### src/common/cwdeg_regs.svh
// How it works
// - each cycle is timed against the watchdog limit and an overrun gives fatal stop code 9f with a halt.
// - software may lengthen the watchdog limit at run time with the watchdog-extend instruction.
// - a cycle of 6,500 ms or longer always gives fatal stop 9f and a halt, whatever the extension.
// - a cycle of 100 ms or more sets the cycle-overrun flag and marks the 100 ms pulse unreliable.
// - the 20 ms pulse is unreliable from 20 ms cycles and the 200 ms pulse from 200 ms cycles.
// - from 10 ms cycles high-speed timers numbered 016 upward lose accuracy; the lowest group stays exact.
// - an online edit suspends the program for at most 80 ms with interrupts masked.
// - long-cycle warnings are suppressed while an edit rewrites the program.
// - with password 5a in the low byte and the lock bit set, edits are refused and held in standby.
// - the edit-wait flag stays set while an edit request is held in standby.
// - clearing the lock bit runs the pending edit and clears the edit-wait flag.
// - operator-terminal refresh takes 2.5 ms with empty tables and 5.4 ms at 32 strings and 128 numerals.
// - a 12-point output module is counted as a 16-point module for refresh time.
// - the watchdog restarts in the overseeing phase at each cycle start.
`ifndef CWDEG_REGS_SVH
`define CWDEG_REGS_SVH
// ============================================================
// register offsets (byte addresses)
`define CWDEG_ADDR_CTRL 6'h00
`define CWDEG_ADDR_WDT 6'h04
`define CWDEG_ADDR_EXT 6'h08
`define CWDEG_ADDR_STAT 6'h0c
`define CWDEG_ADDR_LAST 6'h10
`define CWDEG_ADDR_IRQ 6'h14
`define CWDEG_ADDR_MASK 6'h18
`define CWDEG_ADDR_PT 6'h1c
`define CWDEG_ADDR_TERM 6'h20
// ============================================================
// fields and codes
`define CWDEG_PASSWORD 8'h5a
`define CWDEG_LOCK_BIT 9
`define CWDEG_WAIT_BIT 10
`define CWDEG_FATAL_CODE 8'h9f
`define CWDEG_WDT_RESET 16'h0082
// ============================================================
// times in ms and ms tick
`define CWDEG_CLK_HZ 50000000
`define CWDEG_TICK_CYC (`CWDEG_CLK_HZ / 1000)
`define CWDEG_MS_MAX 6500
`define CWDEG_MS_ERR 100
`define CWDEG_MS_P20 20
`define CWDEG_MS_P200 200
`define CWDEG_MS_TIMH 10
`define CWDEG_MS_EDIT 80
`define CWDEG_EDIT_CYC (`CWDEG_MS_EDIT * `CWDEG_TICK_CYC)
// terminal refresh in tenths of ms
`define CWDEG_PT_MIN 13'd25
`define CWDEG_PT_MAX 13'd54
`define CWDEG_PT_STR_MAX 32
`define CWDEG_PT_NUM_MAX 128
`define CWDEG_PTS_12 12
`define CWDEG_PTS_16 16
`endif

### src/common/cwdeg_pkg.sv
`default_nettype none
package cwdeg_pkg;
    typedef enum logic [1:0] {
        CWDEG_RUN = 2'b00,
        CWDEG_EDIT = 2'b01,
        CWDEG_HALT = 2'b10
    } cwdeg_state_t;
endpackage
`default_nettype wire

### src/core/cwdeg_top.sv
// The register addresses and the Avalon-MM interface to the registers are this design's own decisions.
`timescale 1ns/1ps
`default_nettype none
`include "cwdeg_regs.svh"
module cwdeg_top #(
    parameter int TICK_CYC = `CWDEG_TICK_CYC,
    parameter int EDIT_CYC = `CWDEG_EDIT_CYC
) (
    // clock and reset
    input wire logic i_core_clk,
    input wire logic i_arst_n,
    // avalon-mm slave
    input wire logic [5:0] i_avs_address,
    input wire logic i_avs_read,
    input wire logic i_avs_write,
    input wire logic [31:0] i_avs_writedata,
    output logic [31:0] o_avs_readdata,
    output logic o_avs_waitrequest,
    // cycle and edit events from the processor core
    input wire logic i_cycle_start,
    input wire logic i_wdt_extend,
    input wire logic [15:0] i_wdt_extend_ms,
    input wire logic i_edit_req,
    input wire logic i_edit_done,
    // status out
    output logic o_halt,
    output logic [7:0] o_fatal_stop_code,
    output logic o_cycle_overrun_flag,
    output logic o_pulse_20ms_bad,
    output logic o_pulse_100ms_bad,
    output logic o_pulse_200ms_bad,
    output logic o_timh_high_bad,
    output logic o_prog_suspend,
    output logic o_irq_mask,
    output logic o_edit_grant,
    output logic o_irq
);
    initial begin
        if (TICK_CYC < 1 || EDIT_CYC < 1) begin
            $error("cwdeg_top: tick and edit counts must be positive");
        end
    end

    // ============================================================
    // ms timebase and cycle counter
    logic [31:0] tick_cnt;
    logic ms_tick;
    logic [12:0] cyc_ms;
    logic [12:0] last_ms;
    logic [15:0] wdt_set;
    logic [15:0] wdt_limit;
    cwdeg_pkg::cwdeg_state_t state;
    logic [31:0] edit_cnt;
    logic suppress;

    assign ms_tick = (tick_cnt == 32'(TICK_CYC - 1));
    assign suppress = (state == cwdeg_pkg::CWDEG_EDIT);

    always_ff @(posedge i_core_clk or negedge i_arst_n) begin
        if (!i_arst_n) begin
            tick_cnt <= 32'h0;
        end else if (i_cycle_start || ms_tick) begin
            tick_cnt <= 32'h0;
        end else begin
            tick_cnt <= tick_cnt + 32'h1;
        end
    end

    // restart at each boundary in run state, keep last length
    always_ff @(posedge i_core_clk or negedge i_arst_n) begin
        if (!i_arst_n) begin
            cyc_ms <= 13'h0;
            last_ms <= 13'h0;
        end else if (i_cycle_start && state == cwdeg_pkg::CWDEG_RUN) begin
            last_ms <= cyc_ms;
            cyc_ms <= 13'h0;
        end else if (ms_tick && !suppress && cyc_ms != 13'h1fff) begin
            cyc_ms <= cyc_ms + 13'h1;
        end
    end

    // ============================================================
    // watchdog limit: software base plus run-time extension
    logic [15:0] wdt_ext;
    logic sw_ext_wr;
    assign sw_ext_wr = i_avs_write && !o_avs_waitrequest
        && i_avs_address == `CWDEG_ADDR_EXT;
    assign wdt_limit = wdt_set + wdt_ext;

    always_ff @(posedge i_core_clk or negedge i_arst_n) begin
        if (!i_arst_n) begin
            wdt_ext <= 16'h0;
        end else if (i_wdt_extend) begin
            wdt_ext <= wdt_ext + i_wdt_extend_ms;
        end else if (sw_ext_wr) begin
            wdt_ext <= wdt_ext + i_avs_writedata[15:0];
        end
    end

    // ============================================================
    // fatal stop
    logic overrun;
    assign overrun = (state == cwdeg_pkg::CWDEG_RUN) &&
        ({3'h0, cyc_ms} > wdt_limit || cyc_ms >= 13'(`CWDEG_MS_MAX));

    always_ff @(posedge i_core_clk or negedge i_arst_n) begin
        if (!i_arst_n) begin
            o_halt <= 1'b0;
            o_fatal_stop_code <= 8'h00;
        end else if (overrun) begin
            o_halt <= 1'b1;
            o_fatal_stop_code <= `CWDEG_FATAL_CODE;
        end
    end

    // ============================================================
    // long-cycle quality flags, from the running or last cycle
    logic [12:0] eval_ms;
    assign eval_ms = (cyc_ms > last_ms) ? cyc_ms : last_ms;

    always_ff @(posedge i_core_clk or negedge i_arst_n) begin
        if (!i_arst_n) begin
            o_cycle_overrun_flag <= 1'b0;
            o_pulse_20ms_bad <= 1'b0;
            o_pulse_100ms_bad <= 1'b0;
            o_pulse_200ms_bad <= 1'b0;
            o_timh_high_bad <= 1'b0;
        end else if (!suppress) begin
            o_cycle_overrun_flag <= eval_ms >= 13'(`CWDEG_MS_ERR);
            o_pulse_100ms_bad <= eval_ms >= 13'(`CWDEG_MS_ERR);
            o_pulse_20ms_bad <= eval_ms >= 13'(`CWDEG_MS_P20);
            o_pulse_200ms_bad <= eval_ms >= 13'(`CWDEG_MS_P200);
            o_timh_high_bad <= eval_ms >= 13'(`CWDEG_MS_TIMH);
        end
    end

    // ============================================================
    // online edit gate
    logic [15:0] edit_ctrl;
    logic edit_pend;
    logic locked;
    assign locked = edit_ctrl[7:0] == `CWDEG_PASSWORD
        && edit_ctrl[`CWDEG_LOCK_BIT];

    always_ff @(posedge i_core_clk or negedge i_arst_n) begin
        if (!i_arst_n) begin
            edit_pend <= 1'b0;
        end else if (i_edit_req) begin
            edit_pend <= 1'b1;
        end else if (state == cwdeg_pkg::CWDEG_RUN && !locked) begin
            edit_pend <= 1'b0;
        end
    end

    always_ff @(posedge i_core_clk or negedge i_arst_n) begin
        if (!i_arst_n) begin
            state <= cwdeg_pkg::CWDEG_RUN;
            edit_cnt <= 32'h0;
        end else begin
            case (state)
                cwdeg_pkg::CWDEG_RUN: begin
                    if (overrun) begin
                        state <= cwdeg_pkg::CWDEG_HALT;
                    end else if (edit_pend && !locked) begin
                        state <= cwdeg_pkg::CWDEG_EDIT;
                        edit_cnt <= 32'h0;
                    end
                end
                cwdeg_pkg::CWDEG_EDIT: begin
                    edit_cnt <= edit_cnt + 32'h1;
                    // bounded: never suspend beyond the limit
                    if (i_edit_done || edit_cnt == 32'(EDIT_CYC - 1)) begin
                        state <= cwdeg_pkg::CWDEG_RUN;
                    end
                end
                cwdeg_pkg::CWDEG_HALT: state <= cwdeg_pkg::CWDEG_HALT;
                default: state <= cwdeg_pkg::CWDEG_RUN;
            endcase
        end
    end

    always_ff @(posedge i_core_clk or negedge i_arst_n) begin
        if (!i_arst_n) begin
            o_prog_suspend <= 1'b0;
            o_irq_mask <= 1'b0;
            o_edit_grant <= 1'b0;
        end else begin
            o_prog_suspend <= state == cwdeg_pkg::CWDEG_EDIT;
            o_irq_mask <= state == cwdeg_pkg::CWDEG_EDIT;
            o_edit_grant <= state == cwdeg_pkg::CWDEG_RUN && edit_pend
                && !locked && !overrun;
        end
    end

    // ============================================================
    // operator-terminal refresh estimate, tenths of ms
    logic [5:0] pt_str;
    logic [7:0] pt_num;
    logic [12:0] pt_time;
    logic [4:0] out_pts;
    logic [4:0] pt_pts_in;

    always_ff @(posedge i_core_clk or negedge i_arst_n) begin
        if (!i_arst_n) begin
            pt_time <= `CWDEG_PT_MIN;
            out_pts <= 5'h0;
        end else begin
            // linear between the two end points
            pt_time <= `CWDEG_PT_MIN + 13'(((`CWDEG_PT_MAX - `CWDEG_PT_MIN)
                * 32'(pt_str + {1'b0, pt_num}))
                / (`CWDEG_PT_STR_MAX + `CWDEG_PT_NUM_MAX));
            out_pts <= (pt_pts_in == 5'(`CWDEG_PTS_12))
                ? 5'(`CWDEG_PTS_16) : pt_pts_in;
        end
    end

    // ============================================================
    // registers
    logic [7:0] irq_stat;
    logic [7:0] irq_mask;
    logic [7:0] ev;
    logic wr;
    logic rd;
    logic rd_ack;
    assign wr = i_avs_write && !o_avs_waitrequest;
    assign rd = i_avs_read && !rd_ack;
    assign ev = {3'h0, state == cwdeg_pkg::CWDEG_EDIT && edit_cnt == 32'h0,
        edit_pend && locked, overrun,
        // fires on the tick that brings the count to the limit
        !suppress && cyc_ms == 13'(`CWDEG_MS_ERR - 1) && ms_tick, 1'b0};

    always_ff @(posedge i_core_clk or negedge i_arst_n) begin
        if (!i_arst_n) begin
            edit_ctrl <= 16'h0;
            wdt_set <= `CWDEG_WDT_RESET;
            irq_mask <= 8'h0;
            pt_str <= 6'h0;
            pt_num <= 8'h0;
            pt_pts_in <= 5'h0;
        end else if (wr) begin
            case (i_avs_address)
                `CWDEG_ADDR_CTRL: edit_ctrl <= {6'h0, i_avs_writedata[9:0]};
                `CWDEG_ADDR_WDT: wdt_set <= i_avs_writedata[15:0];
                `CWDEG_ADDR_MASK: irq_mask <= i_avs_writedata[7:0];
                `CWDEG_ADDR_PT: begin
                    pt_str <= i_avs_writedata[5:0];
                    pt_num <= i_avs_writedata[15:8];
                end
                `CWDEG_ADDR_TERM: pt_pts_in <= i_avs_writedata[4:0];
                default: edit_ctrl <= edit_ctrl;
            endcase
        end
    end

    // set wins over write-one clear
    always_ff @(posedge i_core_clk or negedge i_arst_n) begin
        if (!i_arst_n) begin
            irq_stat <= 8'h0;
        end else if (wr && i_avs_address == `CWDEG_ADDR_IRQ) begin
            irq_stat <= (irq_stat & ~i_avs_writedata[7:0]) | ev;
        end else begin
            irq_stat <= irq_stat | ev;
        end
    end

    always_ff @(posedge i_core_clk or negedge i_arst_n) begin
        if (!i_arst_n) begin
            o_irq <= 1'b0;
        end else begin
            o_irq <= |(irq_stat & irq_mask);
        end
    end

    // reads take one wait cycle; writes none
    always_ff @(posedge i_core_clk or negedge i_arst_n) begin
        if (!i_arst_n) begin
            rd_ack <= 1'b0;
            o_avs_readdata <= 32'h0;
        end else begin
            rd_ack <= rd;
            if (rd) begin
                case (i_avs_address)
                    `CWDEG_ADDR_CTRL: o_avs_readdata <= {16'h0, 5'h0,
                        edit_pend && locked, edit_ctrl[9:0]};
                    `CWDEG_ADDR_WDT: o_avs_readdata <= {16'h0, wdt_set};
                    `CWDEG_ADDR_EXT: o_avs_readdata <= {16'h0, wdt_ext};
                    `CWDEG_ADDR_STAT: o_avs_readdata <= {6'h0, state,
                        o_fatal_stop_code, 3'h0, o_timh_high_bad,
                        o_pulse_200ms_bad, o_pulse_100ms_bad,
                        o_pulse_20ms_bad, o_cycle_overrun_flag,
                        5'h0, o_halt, o_prog_suspend, edit_pend};
                    `CWDEG_ADDR_LAST: o_avs_readdata <= {3'h0, cyc_ms,
                        3'h0, last_ms};
                    `CWDEG_ADDR_IRQ: o_avs_readdata <= {24'h0, irq_stat};
                    `CWDEG_ADDR_MASK: o_avs_readdata <= {24'h0, irq_mask};
                    `CWDEG_ADDR_PT: o_avs_readdata <= {16'h0, pt_num,
                        2'h0, pt_str};
                    `CWDEG_ADDR_TERM: o_avs_readdata <= {11'h0, out_pts,
                        3'h0, pt_time};
                    default: o_avs_readdata <= 32'h0;
                endcase
            end
        end
    end

    assign o_avs_waitrequest = i_avs_read && !rd_ack;
endmodule
`default_nettype wire

### config.mk
export PLATFORM = sky130hd
export DESIGN_NAME = cwdeg_top
export DESIGN_NICKNAME = d
export VERILOG_FILES = /design/src/common/cwdeg_pkg.sv /design/src/core/cwdeg_top.sv
export VERILOG_INCLUDE_DIRS = /design/src /design/src/common
export SDC_FILE = /design/constraint.sdc
export NUM_CORES = 1
export LEC_CHECK = 0
export ABC_AREA = 1
export BUFFER_PORTS_ARGS = -buffer_cell sky130_fd_sc_hd__buf_4
export CELL_PAD_IN_SITES_DETAIL_PLACEMENT = 2
export CELL_PAD_IN_SITES_GLOBAL_PLACEMENT = 2
export CORE_MARGIN = 3
export CORE_UTILIZATION = 39
export DETAILED_ROUTE_END_ITERATION = 10
export GPL_TIMING_DRIVEN = 0
export HOLD_SLACK_MARGIN = 0.03
export PLACE_DENSITY = 0.95
export RECOVER_POWER = 50
export SLEW_MARGIN = 10
export SYNTH_ARGS = -nofsm -noshare
export SYNTH_HDL_FRONTEND = slang
export SYNTH_SLANG_ARGS = --single-unit
### constraint.sdc
create_clock -name i_core_clk -period 16.8 [get_ports i_core_clk]
set_input_delay 2.52 -clock i_core_clk [delete_from_list [all_inputs] [get_ports i_core_clk]]
set_output_delay 2.52 -clock i_core_clk [all_outputs]
set_load 0.02 [all_outputs]
Word-level counts from Yosys, hierarchy flattened
Cells that the tools add are included.

storage, ports and cells
  bits in registers = 230
  input bits = 62
  output and inout bits = 51
  word-level logic and storage cells = 128

cells by class
  add/sub/neg operators = 8
  multiply operators = 1
  divide/modulo/power cells = 1
  magnitude comparators = 7
  eq/ne operators = 20
  mux-type cells = 18
  bitwise gates (word level) = 5
  reductions and logical operators = 41

operators with widths
  kind                     number
  $pmux W29 S9             1
  $mux W32                 3
  $add A32 B1 Y32 const B  2
  $pmux W32 S2             1
  $add A16 B16 Y16         3
  $mux W13                 3
  $div A32 B8 Y32 const B  1
  $eq A32 B16 Y1 const B   1
  $eq A32 B22 Y1 const B   1
  $logic_not A32 Y1        1
  $mux W16                 2
  $eq A6 B5 Y1 const B     4
  $logic_and A1 B1 Y1      18
  $and A8 B8 Y8            2
  $gt A13 B16 Y1           1
  $or A8 B5 Y8             2
  $mul A5 B9 Y14 const A   1
  $add A13 B1 Y13 const B  1
  $add A5 B13 Y13 const A  1
  $eq A13 B7 Y1 const B    1
  $ge A13 B13 Y1 const B   1
  $ge A13 B4 Y1 const B    1
  $ge A13 B5 Y1 const B    1
  $ge A13 B7 Y1 const B    1
  other kinds (28)         47

Depth between registers and ports, before layout
Gate-level depths: netlist (run 1).

  depth after elaboration = 7
  depth in mapped cells = 62

Least setup slack after synthesis (run 1)
No wires, ideal clock.

  path type = register -> register
  from = register pt_str[2]
  to = register pt_time[6]
  setup time = 79 ps
  data arrival time = 7734 ps
  slack = 8987 ps
  stages on the path, launching flop included = 55
  period minus slack after synthesis = 7813 ps
  cells stage by stage = dfrtp_1 -> ha_1 -> nand3_1 -> and2_1 -> or2_2 -> nand2_1 -> a21oi_1 -> or2_2 -> a21boi_0 -> xnor2_1 -> inv_1 -> nand2_1 -> nand2_1 -> inv_1 -> ha_1 -> ha_1 -> ha_1 -> ha_1 -> (+19 left out) -> nand2_1 -> nand2_2 -> nor2_4 -> nand3_2 -> buf_6 -> nand2_2 -> nand2_1 -> nor2_4 -> nand4_4 -> nand2_1 -> nand2_1 -> nor3_2 -> nand3_2 -> ha_1 -> nand2_1 -> nand2_1 -> o21ai_0 -> xor2_1

between the ends
  cells in the longest elaborated chain, start to end = 4

ends and longest elaborated chain
  element                           RTL line          RTL
  from (decl)                       cwdeg_top.sv:197  logic [5:0] pt_str;
  from (signal assigned)            cwdeg_top.sv:246  pt_str <= i_avs_writedata[5:0];
  $add A6 B8 Y9                     cwdeg_top.sv:210  * 32'(pt_str + {1'b0, pt_num}))
  $mul A5 B9 Y14                    cwdeg_top.sv:209  pt_time <= `CWDEG_PT_MIN + 13'(((`CWDEG_PT_MAX - `CWDEG_PT_MIN)
  $div A32 B8 Y32                   cwdeg_top.sv:209
  $add A5 B13 Y13 (no source line)  -
  to (signal assigned)              cwdeg_top.sv:205  pt_time <= `CWDEG_PT_MIN;
  to (signal assigned)              cwdeg_top.sv:209
  to (decl)                         cwdeg_top.sv:199  logic [12:0] pt_time;

No other way between the ends.
A chain may end at the register's enable or synchronous reset.

Worst setup path in the final report (run 1)
  from = register pt_num[2]
  to = register pt_time[6]

between the ends
  cells in the longest elaborated chain, start to end = 4

ends and longest elaborated chain
  element                           RTL line          RTL
  from (decl)                       cwdeg_top.sv:198  logic [7:0] pt_num;
  from (signal assigned)            cwdeg_top.sv:247  pt_num <= i_avs_writedata[15:8];
  $add A6 B8 Y9                     cwdeg_top.sv:210
  $mul A5 B9 Y14                    cwdeg_top.sv:209
  $div A32 B8 Y32                   cwdeg_top.sv:209
  $add A5 B13 Y13 (no source line)  -

No other way between the ends.

==> impl_metrics.tcl, run 1 <==
set metrics [dict create \
    drtPass1Iterations 5 \
    drive_gt1_frac 0.102 \
    hpwlAfterDp_mm 48.0 \
    grt_usage 0.337 \
    leakagePower_uw 0.00856 \
    end_kind "flip-flop" \
    drc_errors 0 \
    syn_to_final_growth_pct 15.8 \
    p_clk_frac 0.191 \
    seq_power_share 0.198 \
    peakVddDrop_mv 0.148 \
    synthCells 1935 \
    vias_per_cell 5.89 \
    fmax_mhz 101 \
    die_h_um 200 \
    critPathMaxFanout 10 \
    setup_viol_count_final 0 \
    skew_ns 0.0276 \
    worstHoldPathType "flip-flop to flip-flop" \
    setup_tns_ns 0 \
    post-cts-setup-buffers 0 \
    rsz0062_at_grt "no" \
    p_per_area_nw_per_um2 207 \
    cpMaxStageDelayCell "dfrtp_1" \
    maxSlewViolCount 226 \
    crit_arrival_ns 10.36 \
    syn_area_per_cell_um2 7.58 \
    cts_tree "yes" \
    combPwrFrac 0.611 \
    antenna_found_initial 2 \
    io_pins 113 \
    grt_pass1_vias 17300 \
    clock_path_buffers 3 \
    crit_type "flip-flop to flip-flop" \
    drt_iter0_markers 1062 \
    yosysWarnings 0 \
    grt_pass1_wl_mm 104 \
    hold_buffers 0 \
    ys_seq_elements 221 \
    die_area_um2 40000 \
    switching_share 0.519 \
    netlist_area_um2 14700 \
    num_vias 15200 \
    rows 70 \
    nets 2232 \
    required_ns 17.29 \
    min_period_ns 9.87 \
    start_util 0.398 \
    hold_viol 0 \
    slowest_delay_ns 0.47 \
    crit_path_start_kind "flip-flop" \
    portBuffers 91 \
    grt_overflow 0 \
    final.setup.worst_slack_ns 6.93 \
    ctsResizeCount 0 \
    status "complete, but fails checks" \
    wl_per_cell_um 26.0 \
    cap_violations 3 \
    cts_root_buf "clkbuf_16" \
    max_slew_margin -2.44 \
    cts_made_buffers 27 \
    cts.sinks 221 \
    min_period_over_period 0.588 \
    routabilityCongestion 0.942 \
    violations "capacitance limit, slew limit" \
    die_w_um 200 \
    clk_latency_ns 0.56 \
    grt_max_degree 95 \
    finalWirelength_mm 67.3 \
    path_clk_slew_ns 0.07 \
    core_um2 36900 \
    synthArstFlopShare 1.00 \
    h-tree-depth 1 \
    tightest_slew_ns 5.16 \
    synth_ff_type "dfrtp_1" \
    ys_seq_area_frac 0.377 \
    n_antenna_cell 0 \
    synth_edf_count 0 \
    pre_cts_ws_ns 7.16 \
    fillers 4171 \
    power.internal_uw 1690 \
    cpMostUsedCell "nand2_1" \
    ys_types 64 \
    p_sw_uw 1820 \
    ant_nets 0 \
]
-- layout by cell type, fill, tap and decap left out, drive strengths merged, types with 7 or more instances in the layout --
master	Yosys	routed
xnor2	12	12
a22oi	9	9
a21oi	111	111
a211oi	13	13
nor4	20	20
a21o	10	10
fa	8	8
o21bai	7	7
nand2	456	456
nor2	180	180
a221oi	18	18
xor2	28	28
inv	284	285
o22ai	11	11
o21ai	177	177
buf	15	102
nor3	43	43
or2	9	9
nand4	31	31
clkbuf	34	78
ha	101	101
dfrtp	216	216
nand3	82	82
a31oi	7	7
-- cells by family after synthesis --
| kind of cell | share of synthesized area |
|---|---|
| other | 0.000256 |
| adder cells (fa/ha/maj) | 0.0970 |
| multiplexers | 0.00145 |
| flip-flops | 0.377 |
| buffers and inverters | 0.0898 |
| AO/OA/AOI/OAI | 0.157 |
| XOR/XNOR | 0.0239 |
| AND/OR/NAND/NOR | 0.253 |
-- power groups by stage --
stage	clock network (uW)	registers (uW)	logic, uW
6_report	672	695	2150
5_1_grt	697	697	2370
4_1_cts	674	689	2150
3_5_place_dp	0	693	2040
3_3_place_gp	0	682	1810
2_1_floorplan	0	664	1470
-- cell usage after synthesis, drive strengths merged (3+ instances only) --
cell / n / area share
nand2: 456 / 0.12
inv: 284 / 0.073
dfrtp: 216 / 0.37
nor2: 180 / 0.050
o21ai: 177 / 0.061
a21oi: 111 / 0.038
ha: 101 / 0.086
nand3: 82 / 0.033
nor3: 43 / 0.015
clkbuf: 34 / 0.0087
nand4: 31 / 0.015
xor2: 28 / 0.017
nor4: 20 / 0.0085
a221oi: 18 / 0.011
buf: 15 / 0.0079
a211oi: 13 / 0.0066
xnor2: 12 / 0.0072
o22ai: 11 / 0.0047
a21o: 10 / 0.0051
a22oi: 9 / 0.0046
or2: 9 / 0.0038
fa: 8 / 0.011
a31oi: 7 / 0.0030
o21bai: 7 / 0.0036
o21a: 6 / 0.0031
o31ai: 6 / 0.0031
dfstp: 5 / 0.0090
o211ai: 5 / 0.0026
nor3b: 4 / 0.0020
o2111ai: 3 / 0.0018
o211a: 3 / 0.0020
-- registers in the layout (all words and copies together), names as in the netlist, 6 cells and up --
signal	flops
pt_str	6
irq_mask	8
tick_cnt	32
wdt_ext	16
pt_num	8
o_avs_readdata	29
last_ms	13
pt_time	8
edit_cnt	32
wdt_set	16
cyc_ms	13
irq_stat	8
edit_ctrl	10
-- per-layer routing --
layer | share of wire | routed length (um) | global-route usage | vias to the layer above
li1 | - | - | - | 6647
met1 | 0.38 | 25600 | 0.388 | 7779
met2 | 0.51 | 34100 | 0.609 | 570
met3 | 0.055 | 3730 | 0.0530 | 235
met4 | 0.058 | 3880 | 0.165 | 2
met5 | 0.00028 | 19 | 0 | -
-- worst paths after layout --
check,end,cells after the start,slack (ns),start
max,pt_time[6],54,6.93,pt_num[2]
max reg2reg,pt_time[6],54,6.93,pt_num[2]
min in group asynchronous,tick_cnt[13],1,3.07,i_arst_n
min,o_avs_readdata[10],2,0.49,o_avs_readdata[10]
max in group asynchronous,edit_cnt[9],2,7.53,i_arst_n
min reg2reg,o_avs_readdata[10],2,0.49,o_avs_readdata[10]
-- worst max-delay path, delay by kind of cell, from the launching register on --
family / cells / cell delay (ns)
flops: 1 / 0.47
buf+inv: 5 / 0.56
xor+xnor: 2 / 0.49
compound gates: 5 / 0.94
simple gates: 35 / 5.10
fa+ha+maj: 7 / 2.22
-- layout make-up --
class	instances	area, um2	share of cell area
inverters	286	1070	0.0632
multi-input cells	1383	7840	0.462
clock buffers	38	767	0.0451
flip-flops and latches	221	5540	0.326
repair buffers	93	679	0.0400
well taps	504	631	0.0371
plain buffers	49	244	0.0144
clock inverters	12	216	0.0127
-- through the flow --
| stage | instances | cell area, um2 | total power [uW] | utilization | hold slack [ns] |
|---|---|---|---|---|---|
| 6_report | 2586 | 17000 | 3520 | 0.461 | 0.493 |
| 5_1_grt | 2586 | 17000 | 3770 | 0.461 | 0.521 |
| 4_1_cts | 2586 | 17100 | 3510 | 0.462 | 0.497 |
| 3_5_place_dp | 2536 | 16100 | 2730 | 0.436 | 0.479 |
| 3_3_place_gp | 2534 | 16000 | 2490 | 0.434 | 0.448 |
| 2_1_floorplan | 1939 | 14700 | 2130 | - | 0.433 |
Note: power is estimated with default switching activity, not from simulation.
==> inputs of run 2 (changes only) <==
- CORE_UTILIZATION: 39 -> 33
- PLACE_DENSITY: 0.95 -> 0.86
- clock period: 16.8 -> 8.6 ns (I/O delays scaled with it)
==> run 2 against run 1 <==
Sequential share of layout area is 1.5 points lower. Clock power up 80%. Combinational power rose by 120%. Critical endpoint unchanged. Highest routed layer is now met4. Clock skew increased by 0.011 ns. Final cell count rose by 4.6%. Non-clock buffer count grew 40. Sequential cell count is the same. The run ends with capacitance limit, slew limit, setup timing left. Power up 110%. Design area grew 4.8%. Critical path depth up 4. Die area increased by 18%. First-iteration DRC count is 26% lower.
==> impl_metrics.tcl, run 2 (synthesis gave the netlist of run 1 again) <==
set metrics [dict create \
    drtPass1Iterations 5 \
    wl_per_cell_um 22.8 \
    clock_path_buffers 3 \
    min_period_over_period 1.00 \
    drt_iter0_markers 791 \
    pre_cts_ws_ns -0.680 \
    largestRegisters "edit_cnt x32, tick_cnt x32, o_avs_readdata x29" \
    end_kind "flip-flop" \
    hold_viol 0 \
    post-place-cells 2617 \
    setup_viol_count_final 1 \
    slowest_delay_ns 0.43 \
    stdcell_count 2706 \
    peakVddDrop_mv 0.314 \
    drive_gt1_frac 0.147 \
    tightest_slew_ns 3.63 \
    status "complete, but fails checks" \
    most-common-layout-cells "nand2_1, inv_1, dfrtp_1" \
    drc_errors 0 \
    finalInstanceArea_um2 17800 \
    min_period_ns 8.61 \
    grt_pass1_vias 16000 \
    die_h_um 217 \
    skew_ns 0.0381 \
    cts.sinks 221 \
    setup_tns_ns -0.00936 \
    crit_path_start_kind "flip-flop" \
    leakagePower_uw 0.00878 \
    place_area_um2 16200 \
    start_util 0.338 \
    num_vias 14700 \
    clk_latency_ns 0.57 \
    routabilityCongestion 0.875 \
    hold_buffers 0 \
    rows 76 \
    cts_root_buf "clkbuf_16" \
    n_antenna_cell 0 \
    portBuffers 91 \
    final_common_cell "nand2_1" \
    p_per_area_nw_per_um2 412 \
    regToRegSetupSlack_ns -0.009 \
    whs_ns 0.463 \
    maxSlewViolCount 145 \
    core_um2 43500 \
    crit_type "flip-flop to flip-flop" \
    grt_overflow 0 \
    cts_tree "yes" \
    die_area_um2 47000 \
    die_w_um 217 \
    cap_violations 2 \
    io_pins 113 \
    crit_arrival_ns 9.07 \
    cpMaxStageDelayCell "dfrtp_2" \
    required_ns 9.06 \
    finalWirelength_mm 61.6 \
    grt_usage 0.239 \
    max_slew_margin -1.42 \
    grt_pass1_wl_mm 89.8 \
    h-tree-depth 1 \
    fmax_mhz 116 \
    vias_per_cell 5.43 \
    worstHoldPathType "flip-flop to flip-flop" \
    ant_nets 0 \
    antenna_found_initial 0 \
    grt_max_degree 83 \
    path_clk_slew_ns 0.07 \
    final.setup.worst_slack_ns -0.00936 \
    violations "capacitance limit, slew limit, setup timing" \
    critPathMaxFanout 8 \
    cts_made_buffers 27 \
    nets 2272 \
    syn_to_final_growth_pct 21.3 \
    hpwlAfterDp_mm 43.4 \
]
[run 2: cell count changes in the layout (fill, tap and decap cells not counted), moves of 7 or more]
cell and change:
ha_1 -13, nand2_4 +7, nand2_2 +15, buf_4 +40, nand2_1 -23, ha_4 +13
[run 2: worst paths after layout]
path                       cells after the start        start            to
max                                           58    pt_num[2]    pt_time[6]
max reg2reg                                   58    pt_num[2]    pt_time[6]
min                                            1  tick_cnt[0]   tick_cnt[0]
min reg2reg                                    1  tick_cnt[0]   tick_cnt[0]
min in group asynchronous                      1     i_arst_n  tick_cnt[12]
max in group asynchronous                      3     i_arst_n     pt_str[1]
[run 2: what timing repair did]
action / CTS / global route
buffers inserted: 13 / 27
endpoints found under the hold margin: 0 / 0
endpoints found under the setup margin: 7 / 7
pin swaps: 11 / 40
gates resized for setup: 24 / 71
[run 2: worst max-delay path: cells and delay by family, from the launching register on]
kind | cells | cell delay, ns
DFF | 1 | 0.43
adders and majority gates | 6 | 1.47
and+or+nand+nor | 36 | 4.64
xor gates and xnor gates | 2 | 0.27
AOI/OAI and AO/OA | 4 | 0.61
buffers and inverters | 10 | 1.05
[run 2: metrics by stage]
stage,util,total power [uW]
2_1_floorplan,-,4170
3_5_place_dp,0.372,5160
4_1_cts,0.398,6590
6_report,0.410,7330
3_3_place_gp,0.371,4890
5_1_grt,0.410,7900
[run 2: area by class of cell]
cell class	instances	area, um2
clock buffers	42	802
flip-flops and latches	221	5540
multi-input cells	1383	8280
fillers	4989	25700
inverters	286	1080
plain buffers	49	248
repair buffers	133	1010
well taps	585	732
clock inverters	7	110
[run 2: report_power, final]
| part | switching, uW | total (uW) | internal (uW) |
|---|---|---|---|
| combinational | 3040 | 4780 | 1740 |
| sequential | 165 | 1340 | 1180 |
| clock | 480 | 1210 | 726 |
| total | 3680 | 7330 | 3640 |
[run 2: per-layer routing]
layer / GRT usage / part of all wire
met3: 0.0229 / 0.040
met4: 0.0889 / 0.041
met5: 0 / 0
met2: 0.436 / 0.51
met1: 0.293 / 0.40
==> inputs of run 3 (changes only) <==
- RECOVER_POWER: 50 -> 25
==> run 3 against run 2 <==
The run still ends with capacitance limit, slew limit, setup timing left. First-iteration DRC count increased by 10%. Register-to-register slack about the same. Core utilization increased by 0.060 points. Power about the same. Design area increased by 0.15%. Final cell count unchanged. Critical endpoint unchanged. Largest power group unchanged.
==> impl_metrics.tcl, run 3 (synthesis gave the netlist of run 1 again) <==
set metrics [dict create \
    max_slew_margin -1.42 \
    fillers 4987 \
    crit_arrival_ns 9.06 \
    clk_latency_ns 0.57 \
    clock_path_buffers 3 \
    die_area_um2 47000 \
    leakagePower_uw 0.00879 \
    num_vias 14700 \
    status "complete, but fails checks" \
    worstHoldPathType "flip-flop to flip-flop" \
    min_period_over_period 1.00 \
    hold_viol 0 \
    io_pins 113 \
    grt_pass1_vias 16000 \
    path_clk_slew_ns 0.06 \
    violations "capacitance limit, slew limit, setup timing" \
    grt_usage 0.239 \
    drtPass1Iterations 5 \
    min_period_ns 8.60 \
    required_ns 9.06 \
    most-common-layout-cells "nand2_1, inv_1, dfrtp_1" \
    tightest_slew_ns 3.63 \
    crit_buf_inv 10 \
    cpMaxStageDelayCell "dfrtp_1" \
    hold_start "tick_cnt[0]" \
    timing.rr.start "pt_str[2]" \
    setup_tns_ns -0.00402 \
    ant_nets 0 \
    skew_ns 0.0405 \
    cts_root_buf "clkbuf_16" \
    h-tree-depth 1 \
    drt_iter0_markers 872 \
    setup_viol_count_final 1 \
    portBuffers 91 \
    cts_tree "yes" \
    cp_top_family "simple AND/OR/NAND/NOR gates" \
    whs_ns 0.463 \
    drc_errors 0 \
    crit_path_start_kind "flip-flop" \
    final.setup.worst_slack_ns -0.00402 \
    critPathMaxFanout 8 \
    hold_buffers 0 \
    vias_per_cell 5.42 \
    cap_violations 1 \
    final_common_cell "nand2_1" \
    n_antenna_cell 0 \
    crit_type "flip-flop to flip-flop" \
    nets 2272 \
    fmax_mhz 116 \
    grt_overflow 0 \
    p_per_area_nw_per_um2 411 \
    finalWirelength_mm 61.6 \
    start_util 0.338 \
    cts.sinks 221 \
    hpwlAfterDp_mm 43.4 \
    grt_max_degree 83 \
    crit_start "pt_str[2]" \
    die_h_um 217 \
    wl_per_cell_um 22.8 \
    maxSlewViolCount 62 \
    die_w_um 217 \
    largestRegisters "edit_cnt x32, tick_cnt x32, o_avs_readdata x29" \
    routabilityCongestion 0.875 \
    grt_pass1_wl_mm 89.8 \
    cts_made_buffers 27 \
    syn_to_final_growth_pct 21.5 \
    slowest_delay_ns 0.45 \
    peakVddDrop_mv 0.314 \
    antenna_found_initial 0 \
    core_um2 43500 \
    rows 76 \
    end_kind "flip-flop" \
    drive_gt1_frac 0.147 \
]
run 3: worst register-to-register path, delay by kind of cell (launching register included):
family | cells | cell delay [ns]
AND/OR/NAND/NOR | 36 | 4.63
adder cells (fa/ha/maj) | 6 | 1.50
buffers and inverters | 10 | 1.05
AO/OA/AOI/OAI | 4 | 0.62
flip-flops | 1 | 0.45
XOR/XNOR | 2 | 0.27
run 3: worst paths after layout:
| check | to | slack, ns | cells after the start |
|---|---|---|---|
| setup / recovery | pt_time[6] | -0.004 | 58 |
| setup reg to reg | pt_time[6] | -0.004 | 58 |
| max in group asynchronous | pt_num[1] | 4.29 | 1 |
| hold reg to reg | tick_cnt[0] | 0.46 | 1 |
| min in group asynchronous | tick_cnt[12] | 1.95 | 1 |
| hold / removal | tick_cnt[0] | 0.46 | 1 |
run 3: power by group:
part           switching, uW  total, uW  internal [uW]
combinational           3040       4780           1740
clock                    481       1210            726
sequential               165       1340           1180
run 3: through the flow:
step	std cells	total power [uW]	utilization	area (um2)	setup WS, ns
floorplan	1939	4170	-	14700	0.787
global placement	2615	4890	0.371	16100	-0.299
detailed placement	2617	5160	0.372	16200	-0.680
CTS	2679	6590	0.398	17300	0.00855
global route	2706	7900	0.410	17800	-0.524
finish	2706	7330	0.410	17800	-0.00402
run 3: timing repair:
item                       CTS  global route
pin swaps                   11            40
setup endpoints to repair    7             7
setup buffers               13            27
hold endpoints to repair     0             0
resized for setup           24            71
run 3: cell type report:
type | count | area, um2 | share of cell area
clock buffers | 42 | 802 | 0.0450
inverters | 286 | 1080 | 0.0605
repair buffers | 133 | 1040 | 0.0582
well taps | 585 | 732 | 0.0411
flip-flops and latches | 221 | 5540 | 0.311
multi-input cells | 1383 | 8280 | 0.464
clock inverters | 7 | 110 | 0.00618
plain buffers | 49 | 248 | 0.0139
run 3: layer usage:
| layer | routed length (um) | share of wire | GRT usage |
|---|---|---|---|
| met5 | 0 | 0 | 0 |
| met4 | 2490 | 0.040 | 0.0889 |
| met1 | 25200 | 0.41 | 0.293 |
| met2 | 31800 | 0.52 | 0.436 |
| met3 | 2180 | 0.035 | 0.0229 |
